<file path="src/hw/ccx_pkg.sv">
/*
  Shared constants and carriers for the control-channel access block.
  Assumes a single 50 MHz system clock and the synchronous reset of the block.
*/
package ccx_pkg;

  localparam int DEV_W   = 7;
  localparam int RADDR_W = 16;
  localparam int DATA_W  = 8;

  // Internal register offsets on the 16-bit register address space
  localparam logic [15:0] REG_SUB_ADDR   = 16'h0000;
  localparam logic [15:0] REG_CHAN_CTRL  = 16'h0001;
  localparam logic [15:0] REG_PROTO_STAT = 16'h0002;
  localparam logic [15:0] REG_SRC_ID     = 16'h0003;
  localparam logic [15:0] REG_GEN_BASE   = 16'h0010;

  // Field positions inside the channel control register
  localparam int CTRL_REM_DIS = 0;
  localparam int CTRL_PIN_DIS = 1;
  localparam int CTRL_LOCK    = 2;
  localparam int CTRL_ARQ_OFF = 3;

  // Values after reset
  localparam logic [7:0] CHAN_CTRL_RESET = 8'h00;
  localparam logic [6:0] SUB_ADDR_RESET  = 7'h00;

  // Cycle counts
  localparam logic [1:0]  STRAP_SETTLE_CYCLES = 2'h3;
  localparam logic [15:0] RSP_TIMEOUT_DEFAULT = 16'h0800;

  typedef struct packed {
    logic [DEV_W-1:0]   dev;
    logic [RADDR_W-1:0] reg_addr;
    logic               write;
    logic [DATA_W-1:0]  data;
  } ccx_req_s;

  typedef struct packed {
    logic              ack;
    logic              collision;
    logic [DATA_W-1:0] data;
  } ccx_rsp_s;

  typedef struct packed {
    logic     is_rsp;
    logic     ctrl;
    logic     protect;
    ccx_req_s req;
    ccx_rsp_s rsp;
  } ccx_pkt_s;

  typedef enum {
    ST_IDLE,
    ST_SEND,
    ST_FWD_WAIT,
    ST_PIN_SEND,
    ST_PIN_WAIT
  } ccx_state_e;

endpackage : ccx_pkg

</file>
<file path="src/hw/ccx_access.sv">
/*
  Control-channel access block: strap capture, own register file, forwarding of
  control-channel traffic over the serial link and repeating of remote traffic on
  the local pins. Assumes a protocol front end that turns pin traffic into
  request strobes and a link layer that carries packets; both on clk_sys.
*/
// Functional notes
// - Latch protocol strap once after power-up
// - All registers reachable, 16-bit register addresses
// - Forward to far side only when locked
// - Address strap sets address and source identifier
// - Answer only at newly written address
// - Concurrent mains: NACK in I2C, collision UART
// - Remote disable blocks forwarding across link
// - Lock bit rejects writes until power-down
// - Local pin disable detaches pins from channel
// - Link packets protected by retransmission and CRC
// - Protection off only locally while unlocked
// - Pass-through never touches internal registers
// - Respond only at own subordinate address
module ccx_access
  import ccx_pkg::*;
#(
  parameter int GEN_REGS           = 16,
  parameter int RSP_TIMEOUT_CYCLES = RSP_TIMEOUT_DEFAULT
) (
  // Clock and reset
  input  wire logic             clk_sys,
  input  wire logic             reset,
  // Power-down pin, and straps sampled at power-up
  input  wire logic             power_down_n,
  input  wire logic             protocol_select_strap,
  input  wire logic [DEV_W-1:0] addr_strap,
  // Link state
  input  wire logic             link_locked,
  // Local main requests
  input  wire logic             loc_req_valid,
  output logic                  loc_req_ready,
  input  wire ccx_req_s         loc_req,
  output logic                  loc_rsp_valid,
  output ccx_rsp_s              loc_rsp,
  // Serial link packets
  output logic                  link_tx_valid,
  input  wire logic             link_tx_ready,
  output ccx_pkt_s              link_tx,
  input  wire logic             link_rx_valid,
  input  wire ccx_pkt_s         link_rx,
  // Repeat of remote traffic on local pins
  output logic                  pin_req_valid,
  input  wire logic             pin_req_ready,
  output ccx_req_s              pin_req,
  input  wire logic             pin_rsp_valid,
  input  wire ccx_rsp_s         pin_rsp,
  // Status
  output logic                  straps_ready,
  output logic                  i2c_mode,
  output logic [DEV_W-1:0]      subordinate_address,
  output logic [DEV_W-1:0]      default_source_identifier,
  output logic                  remote_chan_disable,
  output logic                  local_pin_disable,
  output logic                  config_locked,
  output logic                  arq_crc_enable
);

  // Pin synchronisers, three stages each
  logic [DEV_W:0] strap_s1, strap_s2, strap_s3;
  logic [2:0]     pd_sync;
  logic           pd_level;
  logic           rst_all;

  always_ff @(posedge clk_sys) begin
    if (reset) begin
      strap_s1 <= '0;
      strap_s2 <= '0;
      strap_s3 <= '0;
      pd_sync  <= 3'h7;
      pd_level <= 1'b1;
    end else begin
      strap_s1 <= {protocol_select_strap, addr_strap};
      strap_s2 <= strap_s1;
      strap_s3 <= strap_s2;
      pd_sync  <= {pd_sync[1:0], power_down_n};
      if (pd_sync[1] == pd_sync[2]) begin
        pd_level <= pd_sync[2];
      end
    end
  end

  // Power-down clears all state past the synchronisers, lock bit included
  assign rst_all = reset | ~pd_level;

  // Block state
  ccx_state_e       state, next_state;
  logic [1:0]       strap_cnt, next_strap_cnt;
  logic             strap_done, next_strap_done;
  logic             next_i2c_mode;
  logic [DEV_W-1:0] sub_addr, next_sub_addr;
  logic [DEV_W-1:0] src_id, next_src_id;
  logic [7:0]       chan_ctrl, next_chan_ctrl;
  logic [7:0]       gen_regs [GEN_REGS];
  logic [7:0]       next_gen_regs [GEN_REGS];
  logic [15:0]      wait_cnt, next_wait_cnt;
  logic             next_loc_rsp_valid;
  ccx_rsp_s         next_loc_rsp;
  logic             next_link_tx_valid;
  ccx_pkt_s         next_link_tx;
  logic             next_pin_req_valid;
  ccx_req_s         next_pin_req;

  logic             rem_dis, pin_dis, lock;
  logic             remote_in;
  ccx_req_s         acc_req;
  logic             acc_local;
  ccx_rsp_s         acc_rsp;
  logic             wr_ok;

  assign rem_dis = chan_ctrl[CTRL_REM_DIS];
  assign pin_dis = chan_ctrl[CTRL_PIN_DIS];
  assign lock    = chan_ctrl[CTRL_LOCK];

  // Whether an address lies inside the general register window
  function automatic logic gen_hit(input logic [15:0] a);
    logic [15:0] off;
    off = a - REG_GEN_BASE;
    return (a >= REG_GEN_BASE) && (off < 16'(GEN_REGS));
  endfunction : gen_hit

  function automatic logic [7:0] reg_read(input logic [15:0] a);
    logic [7:0] r;
    logic [15:0] off;
    r   = 8'h00;
    off = a - REG_GEN_BASE;
    if (a == REG_SUB_ADDR) begin
      r = {1'b0, sub_addr};
    end else if (a == REG_CHAN_CTRL) begin
      r = chan_ctrl;
    end else if (a == REG_PROTO_STAT) begin
      r = {7'h00, i2c_mode};
    end else if (a == REG_SRC_ID) begin
      r = {1'b0, src_id};
    end else if (gen_hit(a)) begin
      r = gen_regs[off[$clog2(GEN_REGS)-1:0]];
    end
    return r;
  endfunction : reg_read

  // Incoming link traffic wins the idle slot over the local main
  assign remote_in = link_rx_valid && !link_rx.is_rsp && link_rx.ctrl;
  assign loc_req_ready = strap_done && (state == ST_IDLE) && !remote_in;

  always_comb begin
    acc_local     = !(state == ST_IDLE && remote_in);
    acc_req       = acc_local ? loc_req : link_rx.req;
    wr_ok         = !lock;
    acc_rsp.ack       = acc_req.write ? wr_ok : 1'b1;
    acc_rsp.collision = 1'b0;
    acc_rsp.data      = reg_read(acc_req.reg_addr);
  end

  always_comb begin
    logic [15:0] off;
    logic        do_acc;
    off                = acc_req.reg_addr - REG_GEN_BASE;
    do_acc             = 1'b0;
    next_state         = state;
    next_strap_cnt     = strap_cnt;
    next_strap_done    = strap_done;
    next_i2c_mode      = i2c_mode;
    next_sub_addr      = sub_addr;
    next_src_id        = src_id;
    next_chan_ctrl     = chan_ctrl;
    next_gen_regs      = gen_regs;
    next_wait_cnt      = wait_cnt;
    next_loc_rsp_valid = 1'b0;
    next_loc_rsp       = loc_rsp;
    next_link_tx_valid = link_tx_valid;
    next_link_tx       = link_tx;
    next_pin_req_valid = pin_req_valid;
    next_pin_req       = pin_req;

    // Straps taken once, after the synchroniser has filled and settled
    if (!strap_done) begin
      if (strap_cnt != STRAP_SETTLE_CYCLES) begin
        next_strap_cnt = strap_cnt + 2'h1;
      end else if (strap_s2 == strap_s3) begin
        next_strap_done = 1'b1;
        next_i2c_mode   = strap_s3[DEV_W];
        next_sub_addr   = strap_s3[DEV_W-1:0];
        next_src_id     = strap_s3[DEV_W-1:0];
      end
    end

    unique case (state)
      ST_IDLE: begin
        next_wait_cnt = '0;
        if (strap_done && remote_in) begin
          // Pass-through packets carry ctrl low and never get here
          next_link_tx         = '0;
          next_link_tx.is_rsp  = 1'b1;
          next_link_tx.ctrl    = 1'b1;
          next_link_tx.protect = arq_crc_enable;
          next_link_tx.req     = link_rx.req;
          if (rem_dis) begin
            next_state = ST_IDLE;
          end else if (link_rx.req.dev == sub_addr) begin
            do_acc             = 1'b1;
            next_link_tx.rsp   = acc_rsp;
            next_link_tx_valid = 1'b1;
            next_state         = ST_SEND;
          end else if (pin_dis) begin
            next_link_tx_valid = 1'b1;
            next_state         = ST_SEND;
          end else begin
            next_pin_req       = link_rx.req;
            next_pin_req_valid = 1'b1;
            next_state         = ST_PIN_SEND;
          end
        end else if (loc_req_valid && loc_req_ready && !pin_dis) begin
          next_loc_rsp = '0;
          if (loc_req.dev == sub_addr) begin
            do_acc             = 1'b1;
            next_loc_rsp       = acc_rsp;
            next_loc_rsp_valid = 1'b1;
          end else if (rem_dis || !link_locked) begin
            next_loc_rsp_valid = 1'b1;
          end else begin
            next_link_tx         = '0;
            next_link_tx.ctrl    = 1'b1;
            next_link_tx.protect = arq_crc_enable;
            next_link_tx.req     = loc_req;
            next_link_tx_valid   = 1'b1;
            next_state           = ST_SEND;
          end
        end
      end
      ST_SEND: begin
        if (link_tx_ready) begin
          next_link_tx_valid = 1'b0;
          next_state         = link_tx.is_rsp ? ST_IDLE : ST_FWD_WAIT;
        end
      end
      ST_FWD_WAIT: begin
        next_wait_cnt = wait_cnt + 16'h0001;
        next_loc_rsp  = '0;
        if (link_rx_valid && link_rx.is_rsp) begin
          next_loc_rsp       = link_rx.rsp;
          next_loc_rsp_valid = 1'b1;
          next_state         = ST_IDLE;
        end else if (remote_in) begin
          // Far main active too: fail ours, drop theirs
          next_loc_rsp.collision = !i2c_mode;
          next_loc_rsp_valid     = 1'b1;
          next_state             = ST_IDLE;
        end else if (wait_cnt == 16'(RSP_TIMEOUT_CYCLES - 1)) begin
          next_loc_rsp_valid = 1'b1;
          next_state         = ST_IDLE;
        end
      end
      ST_PIN_SEND: begin
        if (pin_req_ready) begin
          next_pin_req_valid = 1'b0;
          next_state         = ST_PIN_WAIT;
        end
      end
      ST_PIN_WAIT: begin
        next_wait_cnt = wait_cnt + 16'h0001;
        if (pin_rsp_valid || wait_cnt == 16'(RSP_TIMEOUT_CYCLES - 1)) begin
          next_link_tx.rsp   = pin_rsp_valid ? pin_rsp : '0;
          next_link_tx_valid = 1'b1;
          next_state         = ST_SEND;
        end
      end
    endcase

    // Register writes from either the local main or the far side
    if (do_acc && acc_req.write && wr_ok) begin
      if (acc_req.reg_addr == REG_SUB_ADDR) begin
        next_sub_addr = acc_req.data[DEV_W-1:0];
      end else if (acc_req.reg_addr == REG_CHAN_CTRL) begin
        next_chan_ctrl[CTRL_REM_DIS] = acc_req.data[CTRL_REM_DIS];
        next_chan_ctrl[CTRL_PIN_DIS] = acc_req.data[CTRL_PIN_DIS];
        next_chan_ctrl[CTRL_LOCK]    = acc_req.data[CTRL_LOCK];
        if (acc_local && !link_locked) begin
          next_chan_ctrl[CTRL_ARQ_OFF] = acc_req.data[CTRL_ARQ_OFF];
        end
      end else if (acc_req.reg_addr == REG_SRC_ID) begin
        next_src_id = acc_req.data[DEV_W-1:0];
      end else if (gen_hit(acc_req.reg_addr)) begin
        next_gen_regs[off[$clog2(GEN_REGS)-1:0]] = acc_req.data;
      end
    end
  end

  always_ff @(posedge clk_sys) begin
    if (rst_all) begin
      state         <= ST_IDLE;
      strap_cnt     <= 2'h0;
      strap_done    <= 1'b0;
      i2c_mode      <= 1'b0;
      sub_addr      <= SUB_ADDR_RESET;
      src_id        <= SUB_ADDR_RESET;
      chan_ctrl     <= CHAN_CTRL_RESET;
      wait_cnt      <= 16'h0000;
      loc_rsp_valid <= 1'b0;
      loc_rsp       <= '0;
      link_tx_valid <= 1'b0;
      link_tx       <= '0;
      pin_req_valid <= 1'b0;
      pin_req       <= '0;
      for (int i = 0; i < GEN_REGS; i++) begin
        gen_regs[i] <= 8'h00;
      end
    end else begin
      state         <= next_state;
      strap_cnt     <= next_strap_cnt;
      strap_done    <= next_strap_done;
      i2c_mode      <= next_i2c_mode;
      sub_addr      <= next_sub_addr;
      src_id        <= next_src_id;
      chan_ctrl     <= next_chan_ctrl;
      wait_cnt      <= next_wait_cnt;
      loc_rsp_valid <= next_loc_rsp_valid;
      loc_rsp       <= next_loc_rsp;
      link_tx_valid <= next_link_tx_valid;
      link_tx       <= next_link_tx;
      pin_req_valid <= next_pin_req_valid;
      pin_req       <= next_pin_req;
      gen_regs      <= next_gen_regs;
    end
  end

  assign straps_ready              = strap_done;
  assign subordinate_address       = sub_addr;
  assign default_source_identifier = src_id;
  assign remote_chan_disable       = rem_dis;
  assign local_pin_disable         = pin_dis;
  assign config_locked             = lock;
  assign arq_crc_enable            = !chan_ctrl[CTRL_ARQ_OFF];

endmodule : ccx_access

</file>
<file path="config.mk">
export PLATFORM = sky130hd
export DESIGN_NAME = ccx_access
export DESIGN_NICKNAME = d
export VERILOG_FILES = /design/src/hw/ccx_pkg.sv /design/src/hw/ccx_access.sv
export SDC_FILE = /design/constraint.sdc
export NUM_CORES = 1
export LEC_CHECK = 0
export BUFFER_PORTS_ARGS = -buffer_cell sky130_fd_sc_hd__clkbuf_2
export CORE_MARGIN = 10
export CORE_UTILIZATION = 50
export DETAILED_ROUTE_END_ITERATION = 8
export PLACE_DENSITY_LB_ADDON = 0.08
export SYNTH_ARGS = -nofsm -noshare
export SYNTH_HDL_FRONTEND = slang
export SYNTH_SLANG_ARGS = --single-unit
</file>
<file path="constraint.sdc">
create_clock -name clk_sys -period 3.32 [get_ports clk_sys]
set_clock_uncertainty 0.1 [all_clocks]
set_input_delay 0.332 -clock clk_sys [delete_from_list [all_inputs] [get_ports clk_sys]]
set_output_delay 0.332 -clock clk_sys [all_outputs]
set_load 0.02 [all_outputs]
</file>
==> metrics.txt <==
crit-path max FO=16; worst r2r path cells=10; CTS max path bufs=3; Critical Path Start=subordinate_address[6]$_SDFF_PP0_; Critical R2R Capture=link_tx[31]$_SDFFE_PP0P_; Total Wirelength=44900 um; Placed Instance Area=14500 sq um; Critical R2R Launch=subordinate_address[6]$_SDFF_PP0_; CTS root buffer=clkbuf_16; CP arrival=3.64 ns; Max stage delay cell, worst path=dlygate4sd3_1; post-synthesis sequential area ratio=0.446; Pre-Repair DR Iteration Count=7; Clock Power Share=0.439; Synth top area share=0.446; global-route usage over all layers=0.258; Max IR drop VDD=369 uV; synthesized area=between 10000 and 15000 sq um; Slew Viols, Final=0; hold wc startpoint=link_rx[19]; Top delay family on crit path=buffers and inverters; Primary FF master, synth=dfxtp_1; Sum Neg Setup Slack=0 ns; setup slack after placement=between 0.06 and 0.07 ns; hold path cells=3; Cell Rows=58; sw power=1.88 mW; ys async rst share=0; Peak Freq=approximately 300 MHz; routed vias/inst=5.97; Placer Congestion=0.895; Sw Ratio=0.248; DR DRC count=0; Final WS setup=0.0850 ns; Core Area=~25000 sq um; Routed Antenna Nets=0; Post-Syn Instances=1563; final setup vio count=0; Hold Path End=link_tx[19]$_SDFFE_PP0P_; syn_nets=roughly 1.7k; clk sinks=287; Distinct cells, synth=72; Die Ht=between 150 and 200 um; via count=approximately 13k; Final Hold Violating Endpoints=0; CP Cell Sequence=xor2_1 -> nor3_1 -> a2111oi_2 -> buf_4 -> nor2_1 -> nor2_4 -> buf_12 -> clkbuf_16 -> a311oi_1 -> dlygate4sd3_1; global-route wire length before repair=69800 um; Worst Hold Class=in -> reg; fin crit share=0.974; outcome=complete, no violations; P_leak=6.51 nW; most frequent cells after synthesis=dfxtp_1, o21ai_0, nand3_1; largest net degree at the start of global routing=136; Ys Warns=0; Pwr Total=7.58 mW; dominant cell by count in the synthesized netlist=dfxtp_1; max incr delay on CP=0.63 ns; nets=1953; startpoint types=flop; DR iter-0 viols=between 1k and 1.5k; Reg2Reg Setup Slack=0.08 ns; syn avg cell area=slightly above 8 sq um; Boundary Pins=215; vias in the first global route=approximately 13k; Logic pwr share=0.099; Critical Path RT=3.72 ns; die width=180 um; Slew @ Worst Pin=roughly 1.2 ns; Worst slew margin=0.188; Crit Path Class=reg -> reg; internal power=5.71 mW; clock latency on the worst-skew pair=0.56 ns; Final Cell Area=16500 sq um; PwrDens=459 nW/um^2; area grow syn2layout=28.2%; share of cells above drive strength 1=0.196; Fill cells=about 2.2k; Post-DP HPWL=30100 um; total gr overflow=0; CP Capture Type=flop; EDFF count, synth=0; Clk pin slew, worst setup/hold paths=0.06 ns; min Tclk post-route=approximately 3.2 ns; total of max-cap violations=0; RSZ-0062 raised after global routing=false; Reg power frac=0.462; post-synth top area cell=dfxtp_1; H-tree levels=1; antenna violations before repair=6; CTS Buf Count=31; CTS tree=built; ranking of synthesized cells by area=dfxtp_1, o21ai_0, nand3_1; Initial Utilization=0.510; total die area=32600 sq um; #FFs+latches synth=287; Routed WL per cell=20.4 um; Buffers on Ports=213; CP bufs+invs=4
[registers in the layout, summed over array words and instances (netlist names), 7 cells and up]
signal and flops:
default_source_identifier 7, gen_regs 128, link_tx 45, loc_rsp 10
pin_req 32, strap_s1 8, strap_s2 8, strap_s3 8
subordinate_address 7, wait_cnt 16
[cells by family after synthesis]
| family | share of synthesized area |
|---|---|
| multiplexers | 0.0413 |
| AND/OR/NAND/NOR | 0.220 |
| adder cells (fa/ha/maj) | 0.00272 |
| AO/OA/AOI/OAI | 0.228 |
| XOR/XNOR | 0.0170 |
| flip-flops | 0.446 |
| buffers and inverters | 0.0449 |
[per-layer routing]
metal | GRT usage | vias up | routed length [um]
met2 | 0.406 | 591 | 20500
met3 | 0.0478 | 93 | 3940
met5 | 0 | - | 0
li1 | - | 6269 | -
met1 | 0.345 | 6196 | 19100
met4 | 0.0909 | 0 | 1430
[repair_timing]
item	CTS	global route
endpoints found under the setup margin	0	28
hold endpoints to repair	73	0
gates resized for setup	0	5
hold buffers	97	0
setup buffers	0	1
[area by class of cell]
type / instances / area (sq um) / share of cell area
antenna: 3 / 7.51 / 0.000455
inverter: 6 / 22.5 / 0.00136
sequential: 287 / 5750 / 0.348
clock buffer: 44 / 885 / 0.0536
multi-input combinational: 1139 / 6610 / 0.400
timing repair buffer: 382 / 2730 / 0.165
clock inverter: 13 / 101 / 0.00614
tap: 330 / 413 / 0.0250
[power by group through the flow]
stage                     Clock, mW  Sequential [mW]  Combinational [mW]
after detailed placement          0             3.58               0.647
after global placement            0             3.58               0.642
after floorplan                   0             3.59               0.353
final                          3.33             3.51               0.749
after CTS                      3.38             3.50               0.728
after global routing           3.52             3.51               0.806
[metrics by stage]
stage / utilization / instances / hold WS, ns
final: 0.654 / 2204 / 0.00978
after global routing: 0.654 / 2204 / 0.0384
after CTS: 0.650 / 2198 / 0.000906
after detailed placement: 0.572 / 2044 / 0.302
after global placement: 0.572 / 2044 / 0.292
after floorplan: - / 1563 / 0.289
[worst min-delay path, delay by kind of cell]
kind	cells	cell delay [ns]
buffers and inverters	1	0.14
AND/OR/NAND/NOR	1	0.07
AO/OA/AOI/OAI	1	0.07
[how the worst max path moves through the flow]
| stage | endpoint | cells after the start |
|---|---|---|
| after floorplan | default_source_identifier[4]$_SDFF_PP0_ | 9 |
| after global placement | loc_rsp[1]$_SDFFE_PP0P_ | 8 |
| after detailed placement | link_tx[7]$_SDFFE_PP0P_ | 8 |
| after CTS | link_tx[7]$_SDFFE_PP0P_ | 8 |
| after global routing | link_tx[31]$_SDFFE_PP0P_ | 12 |
| final | link_tx[31]$_SDFFE_PP0P_ | 10 |
[placed cells by master, fill, tap and decap left out, types with 6 or more instances in the layout]
cell / n
a211oi_1: 10
a21boi_0: 7
a21o_1: 20
a21oi_1: 132
a22oi_1: 11
a311oi_1: 38
a31o_2: 9
a31oi_1: 7
a41oi_1: 7
buf_12: 9
buf_4: 60
clkbuf_1: 7
clkbuf_16: 33
clkbuf_2: 213
clkbuf_8: 6
clkinv_2: 8
dfxtp_1: 287
dlygate4sd3_1: 97
inv_1: 6
mux2i_1: 52
nand2_1: 140
nand2b_1: 9
nand3_1: 149
nand4_1: 24
nor2_1: 122
nor2b_1: 33
nor3_1: 29
nor4_1: 22
o211ai_1: 6
o21ai_0: 175
o41ai_1: 6
or3_1: 14
or4_1: 6
xnor2_1: 10
xor2_1: 15
Note: power is estimated with default switching activity, not from simulation.
